### src/verilog/fault_log_pkg.sv
// constants and carrier types shared by the fault record recorder
package fault_log_pkg;

	// command codes seen on the command port
	localparam logic [7:0] FAULT_RECORD_SAVE_CMD  = 8'hEA;
	localparam logic [7:0] FAULT_RECORD_READ_CMD  = 8'hEE;
	localparam logic [7:0] FAULT_RECORD_ERASE_CMD = 8'hEC;

	// cause code stored when a save command forces the capture
	localparam logic [7:0] SAVE_CAUSE = 8'hFF;

	// record geometry
	localparam int         HEADER_N       = 27;
	localparam int         PAGE_N         = 20;
	localparam int         PAGE_COUNT     = 6;
	localparam logic [7:0] RECORD_LEN     = 8'h93;
	localparam logic [7:0] EMPTY_LEN      = 8'h00;
	localparam logic [7:0] HEADER_BYTES   = 8'h1B;
	localparam logic [4:0] PAGE_LAST_BYTE = 5'h13;
	localparam logic [2:0] NVM_LAST_PAGE  = 3'h3;

	// last step of one adc multiplexer pass
	localparam logic [4:0] ADC_LAST_STEP = 5'h19;

	// die temperature limits for the save command, whole degrees
	localparam logic signed [15:0] TEMP_SAVE_OFF = 16'sh0082;
	localparam logic signed [15:0] TEMP_SAVE_ON  = 16'sh007D;

	// up-time tick
	localparam int TICK_TIME_US = 200;
	localparam int CLOCK_MHZ    = 250;
	localparam int TICK_CYCLES  = TICK_TIME_US * CLOCK_MHZ;
	localparam int UPTIME_W     = 48;

	// live values copied into the header, record order
	typedef struct packed {
		logic [15:0] vout_pk0;
		logic [15:0] vout_pk1;
		logic [15:0] iout_pk0;
		logic [15:0] iout_pk1;
		logic [15:0] vin_pk;
		logic [15:0] temp_ext0;
		logic [15:0] temp_ext1;
		logic [15:0] temp_int;
		logic [15:0] temp_pk0;
		logic [15:0] temp_pk1;
	} live_header_t;

	// header as stored, first field is byte 0
	typedef struct packed {
		logic [7:0]          cause;
		logic [UPTIME_W-1:0] uptime_le;
		live_header_t        live;
	} header_t;

	// one adc pass worth of telemetry, record order
	typedef struct packed {
		logic [15:0] vout0;
		logic [15:0] vout1;
		logic [15:0] iout0;
		logic [15:0] iout1;
		logic [15:0] vin;
		logic [15:0] iin;
		logic [7:0]  stat_vout0;
		logic [7:0]  stat_vout1;
		logic [15:0] stat_word0;
		logic [15:0] stat_word1;
		logic [7:0]  stat_vendor0;
		logic [7:0]  stat_vendor1;
	} event_page_t;

	typedef logic [HEADER_N-1:0][7:0] header_bytes_t;
	typedef logic [PAGE_N-1:0][7:0]   page_bytes_t;

	// one beat of the read stream
	typedef struct packed {
		logic       last;
		logic [7:0] data;
	} rd_beat_t;

	typedef enum logic {RD_IDLE, RD_SEND} read_state_t;

endpackage

### src/verilog/fault_log_recorder.sv
// fault record capture, lock and block read stream
//
// How it works
// - save command captures and commits the record like a real fault
// - save command pulses vendor status fault when logging is enabled
// - save ignored above 130 C until die drops below 125 C
// - 48-bit up-time counter ticks every 200 us, copied into header
// - save is a send-byte with no data bytes after the code
// - read of a captured record reports length 147 and sends 147 bytes
// - read with no captured record reports length zero
// - byte 0 carries the fault cause code
// - bytes 1 to 6 carry up-time, least significant byte first
// - bytes 7 to 10 carry vout peaks page 0 then 1, high first
// - bytes 11 to 14 carry iout peaks page 0 then 1, high first
// - bytes 15 and 16 carry vin peak, high byte first
// - bytes 17 to 22 carry ext0, ext1, internal temperatures
// - bytes 23 to 26 carry temperature peaks page 0 then 1
// - mantissa-only fields hold the bare 16-bit mantissa
// - fault waits for adc step 25 before commit of header and pages
// - newest page is one full adc pass, from byte 27 onward
// - committed record is locked until an erase command or a reset
// - after reset readback, pages five and six repeat page four
// - erase command clears the lock so a new capture can happen
`timescale 1ns/100ps
module fault_log_recorder
	import fault_log_pkg::*;
#(
	parameter int TICK_CYCLES_P = TICK_CYCLES
) (
	// clock and reset
	input  wire logic               CLOCK_I,
	input  wire logic               ARST_N_I,

	// command port, one code per accepted beat
	input  wire logic               CMD_VALID_I,
	input  wire logic [7:0]         CMD_CODE_I,
	input  wire logic [7:0]         CMD_DATA_LEN_I,
	output logic                    CMD_READY_O,

	// block read stream
	output logic                    RD_VALID_O,
	output rd_beat_t                RD_BEAT_O,
	input  wire logic               RD_READY_I,

	// fault events
	input  wire logic               FAULT_I,
	input  wire logic [7:0]         FAULT_CAUSE_I,

	// telemetry from the measurement chain
	input  live_header_t            LIVE_HEADER_I,
	input  event_page_t             EVENT_PAGE_I,
	input  wire logic               ADC_STEP_DONE_I,
	input  wire logic [4:0]         ADC_STEP_I,

	// configuration and environment
	input  wire logic               LOG_ENABLE_CFG_I,
	input  wire logic signed [15:0] DIE_TEMP_I,
	input  wire logic               NVM_READBACK_I,

	// status
	output logic                    VENDOR_STATUS_FAULT_O,
	output logic                    COMMIT_O,
	output logic                    LOG_PRESENT_O,
	output logic                    STORE_PENDING_O,
	output logic                    SAVE_BLOCKED_O
);

	// ------------------------------------------------------------
	// state
	// ------------------------------------------------------------
	logic [UPTIME_W-1:0] uptime_ticks;
	header_t             header;
	event_page_t         pages [PAGE_COUNT];
	logic                locked;
	logic                pending;
	logic [7:0]          pending_cause;
	logic                hot;
	logic                vendor_pulse;
	logic                commit_pulse;

	read_state_t         state;
	read_state_t         next_state;
	logic [7:0]          pos;
	logic [4:0]          off;
	logic [2:0]          pg;
	logic                full_record;

	// ------------------------------------------------------------
	// up-time counter, restarts at zero on every reset
	// ------------------------------------------------------------
	uptime_counter #(
		.TICK_CYCLES_P (TICK_CYCLES_P)
	) u_uptime (
		.clock_i  (CLOCK_I),
		.arst_n_i (ARST_N_I),
		.uptime_o (uptime_ticks)
	);

	// byte swap so that the low byte lands first in the record
	function automatic logic [UPTIME_W-1:0] swap_bytes48(
		input logic [UPTIME_W-1:0] v
	);
		logic [UPTIME_W-1:0] r;
		r = '0;
		for (int i = 0; i < UPTIME_W / 8; i++) begin
			r[UPTIME_W-8-8*i +: 8] = v[8*i +: 8];
		end
		return r;
	endfunction

	// ------------------------------------------------------------
	// command decode
	// ------------------------------------------------------------
	wire cmd_fire   = CMD_VALID_I && CMD_READY_O;
	// a code followed by data bytes is not a send-byte; drop it
	wire cmd_bare   = (CMD_DATA_LEN_I == 8'h00);
	wire save_cmd   = cmd_fire && cmd_bare
		&& (CMD_CODE_I == FAULT_RECORD_SAVE_CMD);
	wire read_cmd   = cmd_fire && cmd_bare
		&& (CMD_CODE_I == FAULT_RECORD_READ_CMD);
	wire erase_cmd  = cmd_fire && cmd_bare
		&& (CMD_CODE_I == FAULT_RECORD_ERASE_CMD);

	// commands are taken only between read streams
	assign CMD_READY_O = (state == RD_IDLE);

	// ------------------------------------------------------------
	// save gating by die temperature
	// ------------------------------------------------------------
	// hysteresis keeps the gate from chattering near the limit
	always_ff @(posedge CLOCK_I or negedge ARST_N_I) begin
		if (!ARST_N_I) begin
			hot <= 1'b0;
		end else if (hot) begin
			hot <= !(DIE_TEMP_I < TEMP_SAVE_ON);
		end else begin
			hot <= (DIE_TEMP_I > TEMP_SAVE_OFF);
		end
	end

	// a save behaves like a fault from here on, apart from its SAVE_CAUSE code and the vendor pulse
	wire save_ok    = save_cmd && !hot;
	wire trigger    = FAULT_I || save_ok;
	// a locked record or a capture in flight swallows new triggers
	wire fault_take = trigger && !locked && !pending;
	// real fault cause wins when both arrive together
	wire [7:0] take_cause = FAULT_I ? FAULT_CAUSE_I : SAVE_CAUSE;

	// ------------------------------------------------------------
	// adc pass boundary and commit
	// ------------------------------------------------------------
	wire pass_end   = ADC_STEP_DONE_I && (ADC_STEP_I == ADC_LAST_STEP);
	// commit only once the running pass has reached its last step
	wire commit     = pending && pass_end && !locked;

	// pending capture holds the cause until the pass completes
	always_ff @(posedge CLOCK_I or negedge ARST_N_I) begin
		if (!ARST_N_I) begin
			pending       <= 1'b0;
			pending_cause <= 8'h00;
		end else if (fault_take) begin
			pending       <= 1'b1;
			pending_cause <= take_cause;
		end else if (commit) begin
			pending       <= 1'b0;
		end
	end

	// lock: commit sets, erase clears, commit wins a tie
	always_ff @(posedge CLOCK_I or negedge ARST_N_I) begin
		if (!ARST_N_I) begin
			locked <= 1'b0;
		end else if (commit) begin
			locked <= 1'b1;
		end else if (erase_cmd) begin
			locked <= 1'b0;
		end
	end

	// header is frozen at the commit edge
	always_ff @(posedge CLOCK_I or negedge ARST_N_I) begin
		if (!ARST_N_I) begin
			header <= '0;
		end else if (commit) begin
			header.cause     <= pending_cause;
			header.uptime_le <= swap_bytes48(uptime_ticks);
			// peaks and temperatures keep their record order
			header.live      <= LIVE_HEADER_I;
		end
	end

	// ------------------------------------------------------------
	// event page history, newest at index 0
	// ------------------------------------------------------------
	// pages stop moving once locked, so the stored copy is stable
	wire page_shift = pass_end && !locked;

	// newest slot takes the pass that just ended
	always_ff @(posedge CLOCK_I) begin
		if (page_shift) begin
			pages[0] <= EVENT_PAGE_I;
		end
	end

	// older slots each take their younger neighbour
	generate
		for (genvar g = 1; g < PAGE_COUNT; g++) begin : g_hist
			always_ff @(posedge CLOCK_I) begin
				if (page_shift) begin
					pages[g] <= pages[g-1];
				end
			end
		end
	endgenerate

	// ------------------------------------------------------------
	// status pulses
	// ------------------------------------------------------------
	// vendor fault flags the forced save only when logging is on
	always_ff @(posedge CLOCK_I or negedge ARST_N_I) begin
		if (!ARST_N_I) begin
			vendor_pulse <= 1'b0;
			commit_pulse <= 1'b0;
		end else begin
			vendor_pulse <= save_ok && LOG_ENABLE_CFG_I;
			commit_pulse <= commit;
		end
	end

	assign VENDOR_STATUS_FAULT_O = vendor_pulse;
	assign COMMIT_O              = commit_pulse;
	assign LOG_PRESENT_O         = locked;
	assign STORE_PENDING_O       = pending;
	assign SAVE_BLOCKED_O        = hot;

	// ------------------------------------------------------------
	// read stream byte selection
	// ------------------------------------------------------------
	wire header_bytes_t hdr_b    = header_bytes_t'(header);
	// eeprom copy lost the two oldest pages; fold them onto page 4
	wire [2:0]          pg_eff   = (NVM_READBACK_I && (pg > NVM_LAST_PAGE))
		? NVM_LAST_PAGE : pg;
	wire page_bytes_t   pg_b     = page_bytes_t'(pages[pg_eff]);
	wire                in_hdr   = (pos <= HEADER_BYTES);
	// header byte k sits at packed index 26 - k, k = pos - 1
	wire [4:0]          hdr_idx  = 5'(HEADER_BYTES - pos);
	wire [4:0]          page_idx = PAGE_LAST_BYTE - off;
	wire [7:0]          len_byte = full_record ? RECORD_LEN : EMPTY_LEN;

	// vout fields are passed through as bare mantissas
	wire [7:0] rec_byte = in_hdr ? hdr_b[hdr_idx]
		: pg_b[page_idx];

	// length first, then record bytes in ascending order
	wire [7:0] beat_data = (pos == 8'h00) ? len_byte
		: rec_byte;
	wire       beat_last = ((pos == 8'h00) && !full_record)
		|| (pos == RECORD_LEN);

	rd_beat_t  beat;
	logic      buf_ready;

	assign beat.data = beat_data;
	assign beat.last = beat_last;

	wire push = (state == RD_SEND) && buf_ready;

	// ------------------------------------------------------------
	// read state machine
	// ------------------------------------------------------------
	always_comb begin
		next_state = state;
		case (state)
			RD_IDLE: begin
				if (read_cmd) begin
					next_state = RD_SEND;
				end
			end
			RD_SEND: begin
				if (push && beat_last) begin
					next_state = RD_IDLE;
				end
			end
			default: begin
				next_state = RD_IDLE;
			end
		endcase
	end

	always_ff @(posedge CLOCK_I or negedge ARST_N_I) begin
		if (!ARST_N_I) begin
			state <= RD_IDLE;
		end else begin
			state <= next_state;
		end
	end

	// presence is sampled at the start so a late commit cannot
	// change the length of a stream already under way
	always_ff @(posedge CLOCK_I or negedge ARST_N_I) begin
		if (!ARST_N_I) begin
			full_record <= 1'b0;
		end else if (read_cmd) begin
			full_record <= locked;
		end
	end

	// byte position and page walk counters
	always_ff @(posedge CLOCK_I or negedge ARST_N_I) begin
		if (!ARST_N_I) begin
			pos <= 8'h00;
			off <= 5'h00;
			pg  <= 3'h0;
		end else if (read_cmd) begin
			pos <= 8'h00;
			off <= 5'h00;
			pg  <= 3'h0;
		end else if (push) begin
			pos <= pos + 8'h01;
			if (!in_hdr) begin
				off <= (off == PAGE_LAST_BYTE) ? 5'h00 : off + 5'h01;
				pg  <= (off == PAGE_LAST_BYTE) ? pg + 3'h1 : pg;
			end
		end
	end

	// ------------------------------------------------------------
	// output buffer, lets the reader stall without loss
	// ------------------------------------------------------------
	beat_buffer u_buf (
		.clock_i     (CLOCK_I),
		.arst_n_i    (ARST_N_I),
		.in_valid_i  (state == RD_SEND),
		.in_beat_i   (beat),
		.in_ready_o  (buf_ready),
		.out_valid_o (RD_VALID_O),
		.out_beat_o  (RD_BEAT_O),
		.out_ready_i (RD_READY_I)
	);

endmodule

### src/verilog/uptime_counter.sv
// free running up-time counter in fixed tick increments
`timescale 1ns/100ps
module uptime_counter
	import fault_log_pkg::*;
#(
	parameter int TICK_CYCLES_P = TICK_CYCLES
) (
	// clock and reset
	input  wire logic                clock_i,
	input  wire logic                arst_n_i,
	// count
	output logic [UPTIME_W-1:0]      uptime_o
);

	logic [31:0] div;
	wire         tick = (div == 32'(TICK_CYCLES_P - 1));

	// prescaler, then the wide count; reset restarts both at zero
	always_ff @(posedge clock_i or negedge arst_n_i) begin
		if (!arst_n_i) begin
			div      <= 32'h0000_0000;
			uptime_o <= '0;
		end else begin
			div      <= tick ? 32'h0000_0000 : div + 32'h0000_0001;
			uptime_o <= uptime_o + UPTIME_W'(tick);
		end
	end

endmodule

### src/verilog/beat_buffer.sv
// two-entry buffer for read stream beats
`timescale 1ns/100ps
module beat_buffer
	import fault_log_pkg::*;
(
	// clock and reset
	input  wire logic     clock_i,
	input  wire logic     arst_n_i,
	// fill side
	input  wire logic     in_valid_i,
	input  rd_beat_t      in_beat_i,
	output logic          in_ready_o,
	// drain side
	output logic          out_valid_o,
	output rd_beat_t      out_beat_o,
	input  wire logic     out_ready_i
);

	rd_beat_t   mem [2];
	logic       wr_ptr;
	logic       rd_ptr;
	logic [1:0] count;

	wire push = in_valid_i && in_ready_o;
	wire pop  = out_valid_o && out_ready_i;

	// full and empty come straight from the count
	assign in_ready_o  = (count != 2'h2);
	assign out_valid_o = (count != 2'h0);
	assign out_beat_o  = mem[rd_ptr];

	// storage is written only, never reset
	always_ff @(posedge clock_i) begin
		if (push) begin
			mem[wr_ptr] <= in_beat_i;
		end
	end

	// pointers and count
	always_ff @(posedge clock_i or negedge arst_n_i) begin
		if (!arst_n_i) begin
			wr_ptr <= 1'b0;
			rd_ptr <= 1'b0;
			count  <= 2'h0;
		end else begin
			wr_ptr <= wr_ptr ^ push;
			rd_ptr <= rd_ptr ^ pop;
			count  <= count + {1'b0, push} - {1'b0, pop};
		end
	end

endmodule

### config.mk
export PLATFORM = sky130hd
export DESIGN_NAME = fault_log_recorder
export DESIGN_NICKNAME = d
export VERILOG_FILES = /design/src/verilog/fault_log_pkg.sv /design/src/verilog/fault_log_recorder.sv /design/src/verilog/uptime_counter.sv /design/src/verilog/beat_buffer.sv
export SDC_FILE = /design/constraint.sdc
export NUM_CORES = 2
export LEC_CHECK = 0
export ABC_AREA = 1
export BUFFER_PORTS_ARGS = -buffer_cell sky130_fd_sc_hd__buf_2
export CORE_MARGIN = 1.5
export CORE_UTILIZATION = 30
export DETAILED_ROUTE_END_ITERATION = 12
export GPL_ROUTABILITY_DRIVEN = 0
export PLACE_DENSITY = 0.5
export SYNTH_ARGS = -nofsm -noshare
export SYNTH_HDL_FRONTEND = slang
export SYNTH_SLANG_ARGS = --single-unit
export TNS_END_PERCENT = 1
### constraint.sdc
create_clock -name CLOCK_I -period 22.7 [get_ports CLOCK_I]
set_input_delay 1.135 -clock CLOCK_I [delete_from_list [all_inputs] [get_ports CLOCK_I]]
set_output_delay 1.135 -clock CLOCK_I [all_outputs]
set_load 0.01 [all_outputs]
Yosys cells after proc, flatten, opt, wreduce, memory -nomap -nowiden:

Memory sizes are Yosys's and may differ from the RTL's.
Index checks and enable logic that the tools add are counted.

* add/subtract/negate cells: 9
* $lt $le $gt $ge: 6
* equality and inequality tests: 9
* muxes and demuxes: 32
* bitwise logic cells: 3
* reductions and logical operators: 34

Operators with widths (number)
* $bmux 8 s5: 2
* $mux 8: 8
* $add 48x1->48: 1
* $add 32x1->32 const B: 1
* $eq 32x16->1 const B: 1
* $eq 8x8->1 const B: 4
* $mux 32: 1
* $mux 5: 4
* $logic_and 1x1->1: 18
* $gt 16x9->1 const B: 1
* $logic_not 8->1: 2
* $lt 16x8->1 const B: 1
* $mux 3: 5
* $lt 5x6->1 const B: 2
* $mux 1: 11
* $eq 5x5->1 const B: 2
* $reduce_bool 2->1: 5
* $sub 5x5->5 const A: 2
* $add 8x1->8 const B: 1
* $le 8x5->1 const B: 1
* $add 5x1->5 const B: 1
* $logic_not 1->1: 5
* $ne 2x2->1 const B: 2
* $add 3x1->3 const B: 1
* 9 further kinds: 11

* register bits: 331
* memory bits (writable): 978
* input port bits: 373
* output and inout port bits: 16
* memories kept: 2

Memories
* pages: depth 6, width 160, rd ports 6, clocked after Yosys merged registers in 0, write ports 6, RTL line fault_log_recorder.sv:73 `event_page_t pages [PAGE_COUNT];`
* u_buf.mem: depth 2, width 9, rd ports 1, clocked after Yosys merged registers in 0, write ports 1, RTL line beat_buffer.sv:19 `rd_beat_t mem [2];`

Logic depth before layout (Yosys ltp):

* depth after elaboration: 9
* mapped depth: 22
* depth with buffers taken out: 21

Modules after synthesis:

A second synthesis with hierarchy kept.

* cell total of the unflattened synthesis: 5492
* area total of the unflattened synthesis: 56518.0 um^2

By module, submodules not included
* fault_log_recorder: times used 1, cells an instance 4767, area each 50920.1 um^2
* uptime_counter: times used 1, cells an instance 649, area each 4700.8 um^2
* beat_buffer: times used 1, cells an instance 76, area each 897.1 um^2

Worst setup path after synthesis:

Ideal clock, no wire load.

* path type: input-to-reg
* start point: input port ADC_STEP_I[1]
* end point: memory pages[0][0] in the netlist's numbering, enable pin
* arrival time: 19.980 ns
* data required time: 21.400 ns
* path slack: 1.419 ns
* stages on the path: 3
* cells stage by stage: nor4_1 > nand2_1 > inv_1

RTL lines
* start: declaration: RTL line fault_log_recorder.sv:53 `input wire logic [4:0] ADC_STEP_I,`
* end: declaration: RTL line fault_log_recorder.sv:73

Final worst setup path:

* start point: register pg[0]
* end point: memory u_buf.mem[1][7] in the netlist's numbering (data pin)

* word-level cells in the longest chain between the ends: 8

RTL lines
* start: declaration: RTL line fault_log_recorder.sv:85 `logic [2:0] pg;`
* start signal: assignment: RTL line fault_log_recorder.sv:322 `pg <= (off == PAGE_LAST_BYTE) ? pg + 3'h1 : pg;`
* $gt 3x2->1: RTL line fault_log_recorder.sv:241 `wire [2:0] pg_eff = (NVM_READBACK_I && (pg > NVM_LAST_PAGE))`
* $logic_and 1x1->1: RTL line fault_log_recorder.sv:241
* $mux 3 *: RTL line fault_log_recorder.sv:242 `? NVM_LAST_PAGE : pg;`
* $mem_v2 6x160 *
* $bmux 8 s5 *: RTL line fault_log_recorder.sv:252 `: pg_b[page_idx];`
* $mux 8 (not written as such) *: RTL line fault_log_recorder.sv:252
* $mux 8 *: RTL line fault_log_recorder.sv:251 `wire [7:0] rec_byte = in_hdr ? hdr_b[hdr_idx]`
* $mux 8 *: RTL line fault_log_recorder.sv:255 `wire [7:0] beat_data = (pos == 8'h00) ? len_byte`
* named net beat_data[7]: RTL line fault_log_recorder.sv:255
* end: declaration: RTL line beat_buffer.sv:19

Mark *: on every way through the listed nets, which the timed path passes. The rest lies on a longest branch. The select of a mux whose other input is x is not followed.

==> run summary <==
Leakage - 26.5 nW
Worst Tran Pin Value - 1.21 ns
DP HPWL - 104 mm
Switching part of the total - 38.7%
Ys Warns - 0
Unrepaired setup endpoints after global routing - no
Pwr Density - 121 mW/mm2
Mapped Avg Cell Area - 10.4 um2
Post-CTS resize count - 0
Worst-path maximum fanout - 138
Comb pwr share - 34.6%
Worst R2R Setup Slack - 17.02 ns
Number of synthesized flops with an enable pin - 978
Setup_tns - 0 ns
Clock Pin Slew Worst Setup and Hold Paths - 0.06 ns
Cts hold-fix bufs - 0
Remaining DRCs - 0
Core Area - 0.186 mm2
Syn Nets - 5818
TritonCTS buffer count - 151
Clock share of power - 29.9%
Register share of total power - 35.5%
Crit share post-route - 25.0%
Final-report setup violation count - 0
Proportion of netlist area held by the largest area contributor - 52.2%
Max Slew Vio Count - 0
Num ports - 389
Maximum root-to-sink buffer count - 3
DR iter-0 viols - 3707
Initial Util - 30.3%
Area leader, netlist - edfxtp_1
Async SR Flop Fraction - 25.3%
Top cells by count, synth - 1685 x nand2_1, 978 x edfxtp_1, 592 x nand3_1
Class of the worst hold path - primary input to asynchronous set/reset pin
Most common flop cell mapped by yosys - edfxtp_1
Worst r2r path cells - 18
Chip Width - 436 um
Vias in the first global route - 38.9k
Clock latency on the worst-skew pair - 0.78 ns
CP arrival - 6.19 ns
Area of the multi-input gates - 0.0159 mm2
Initial antenna violation count - 38
Vias - 39.6k
Register area - 0.0377 mm2
Min Clock Period, post-route - 5.68 ns
TritonCTS clock tree - built
Setup bufs post-CTS - 0
Fin. Hold Viols - 0
Reg-to-reg critical path startpoint - pg[0]$_DFFE_PN0P_
Routed wire length per instance - 20.0 um
Synth-to-layout area growth - 15.9%
Flops & latches, synth - 1309
# Max-Cap Violations - 0
First-pass GRT wire length - 252 mm
Fmax - 0.176 GHz
Headroom to the max-slew limit - 19.3%
DRT antenna net count - 0
Die Span Y - 436 um
Synth top area cells - edfxtp_1 52%, dfrtp_1 15%, nand2_1 11%
CTS sink cnt - 1309
Vias per inst - 4.76
Top-count cell post-synth - nand2_1
Internal Power - 0.00485 W
Critical path class - flop to flop
FILL cells - 18.7k
Post-Route WL - 167 mm
Layout cells sized above 1 - 12.0%
WHS - 0.426 ns
Distinct cells, synth - 52
Placed Area - 0.0605 mm2
Congestion Overflow GR - 0
GRT Total Usage - 17.2%
Worst setup SP type - flop
IO buf count - 388
Critical Path RT - 23.21 ns
Psw - 0.00307 W
Fin nets - 6115
Seq/Total Area, Yosys - 66.9%
Fin cells - 8329
Cells after synthesis - 5428
Largest net degree at the start of global routing - 165
Cell row count - 158
Pre-antenna DRT Iters - 6
Final Cell Area - 0.0653 mm2
Maximum vdd drop - 0.110 mV
Root buffer cell - clkbuf_16
Synth Cell Area - 0.0563 mm2
Worst Clk Skew - 0.0214 ns
Die ar. - 0.190 mm2
R2R Path End - u_buf.mem[1][7]$_DFFE_PP_
Crit. End Element - flop
Cells after DPL - 8052
Status - complete, no violations
H-tree Lvls - 4
## logic make-up (layout without fill, tap and decap cells)
kind of cell / after synthesis / in the layout / share of synthesized area, %
other: 0 / 12 / 0
flip-flops: 1309 / 1309 / 66.9
AND/OR/NAND/NOR: 2764 / 2764 / 20.7
adder cells (fa/ha/maj): 17 / 17 / 0.378
buffers and inverters: 687 / 1096 / 5.06
AO/OA/AOI/OAI: 580 / 580 / 5.92
XOR/XNOR: 71 / 71 / 1.10
## per-layer routing
layer	GRT usage (%)	part of all wire [%]	vias to the layer above
met5	0	0.014	-
met4	6.97	3.7	4
met3	2.51	4.2	276
met2	27.6	47	977
met1	23.3	45	19354
li1	-	-	19024
## power by group through the flow
stage,Clock (W),Combinational (W),Sequential [W]
floorplan,0,0.00185,0.00281
global route,0.00253,0.00307,0.00282
CTS,0.00243,0.00278,0.00281
global placement,0,0.00276,0.00285
detailed placement,0,0.00277,0.00285
finish,0.00237,0.00274,0.00281
## cell usage in the layout, fill, tap and decap left out, drive strengths merged, types with 10 or more instances in the layout
master and n:
inv 388, ha 17, nand3b 35, dfrtp 331, a22oi 12, a21oi 172, diode 12, o2111ai 10
clkinv 54, nor3 66, edfxtp 978, nand4 30, or2 24, o211ai 67, buf 444, nor2 288
nand2 1691, xor2 66, o221ai 18, nand3 594, o22ai 15, clkbuf 199, o21ai 257, nor4 26
## worst max-delay path by stage
stage	cells after the start	endpoint	startpoint	slack [ns]
final	18	u_buf.mem[1][7]$_DFFE_PP_	pg[0]$_DFFE_PN0P_	17.02
after global routing	18	u_buf.mem[1][7]$_DFFE_PP_	pg[0]$_DFFE_PN0P_	16.54
after CTS	18	u_buf.mem[1][7]$_DFFE_PP_	pg[0]$_DFFE_PN0P_	16.89
after detailed placement	8	pages[5][64]$_DFFE_PP_	ADC_STEP_I[1]	16.15
after global placement	8	pages[5][64]$_DFFE_PP_	ADC_STEP_I[1]	16.19
after floorplan	3	pages[0][0]$_DFFE_PP_	ADC_STEP_I[1]	1.42
## state kept, by name, indices dropped and copies added, names as in the netlist
register	cells
u_buf.rd_ptr	1
pages	960
u_uptime.uptime_o	48
VENDOR_STATUS_FAULT_O	1
u_buf.count	2
SAVE_BLOCKED_O	1
off	5
full_record	1
state	1
u_buf.mem	18
pos	8
COMMIT_O	1
u_uptime.div	32
STORE_PENDING_O	1
LOG_PRESENT_O	1
hdr_b	216
u_buf.wr_ptr	1
pending_cause	8
pg	3
## worst max-delay path, stage by stage, from the launching register on
cell	delay [ns]
dfrtp_4	0.66
ha_1	0.29
ha_1	0.21
nor2_4	0.21
nand2_4	0.34
nand2_8	0.84
buf_4	0.72
buf_4	0.72
nand2_1	0.10
nand3_1	0.11
nand3_1	0.09
nand3_1	0.10
nand3_1	0.11
nand3_1	0.13
nand3_1	0.14
nand2_1	0.30
nand2_1	0.09
nand2_1	0.07
nand2_1	0.07
## cell type report
type / instances / area share (%)
Timing Repair Buffer: 444 / 3.69
Sequential cell: 1309 / 57.7
Clock inverter: 66 / 0.908
Multi-Input combinational cell: 3432 / 24.3
Antenna cell: 12 / 0.0460
Inverter: 387 / 2.27
Tap cell: 2480 / 4.75
Clock buffer: 199 / 6.38
## stage by stage
stage	worst slack, ns	utilization, %	power [W]
2_1_floorplan	1.42	-	0.00466
3_3_place_gp	16.19	32.5	0.00561
3_5_place_dp	16.15	32.5	0.00563
4_1_cts	16.89	35.1	0.00802
5_1_grt	16.54	35.1	0.00841
6_report	17.02	35.1	0.00792
Note: power is estimated with default switching activity, not from simulation.
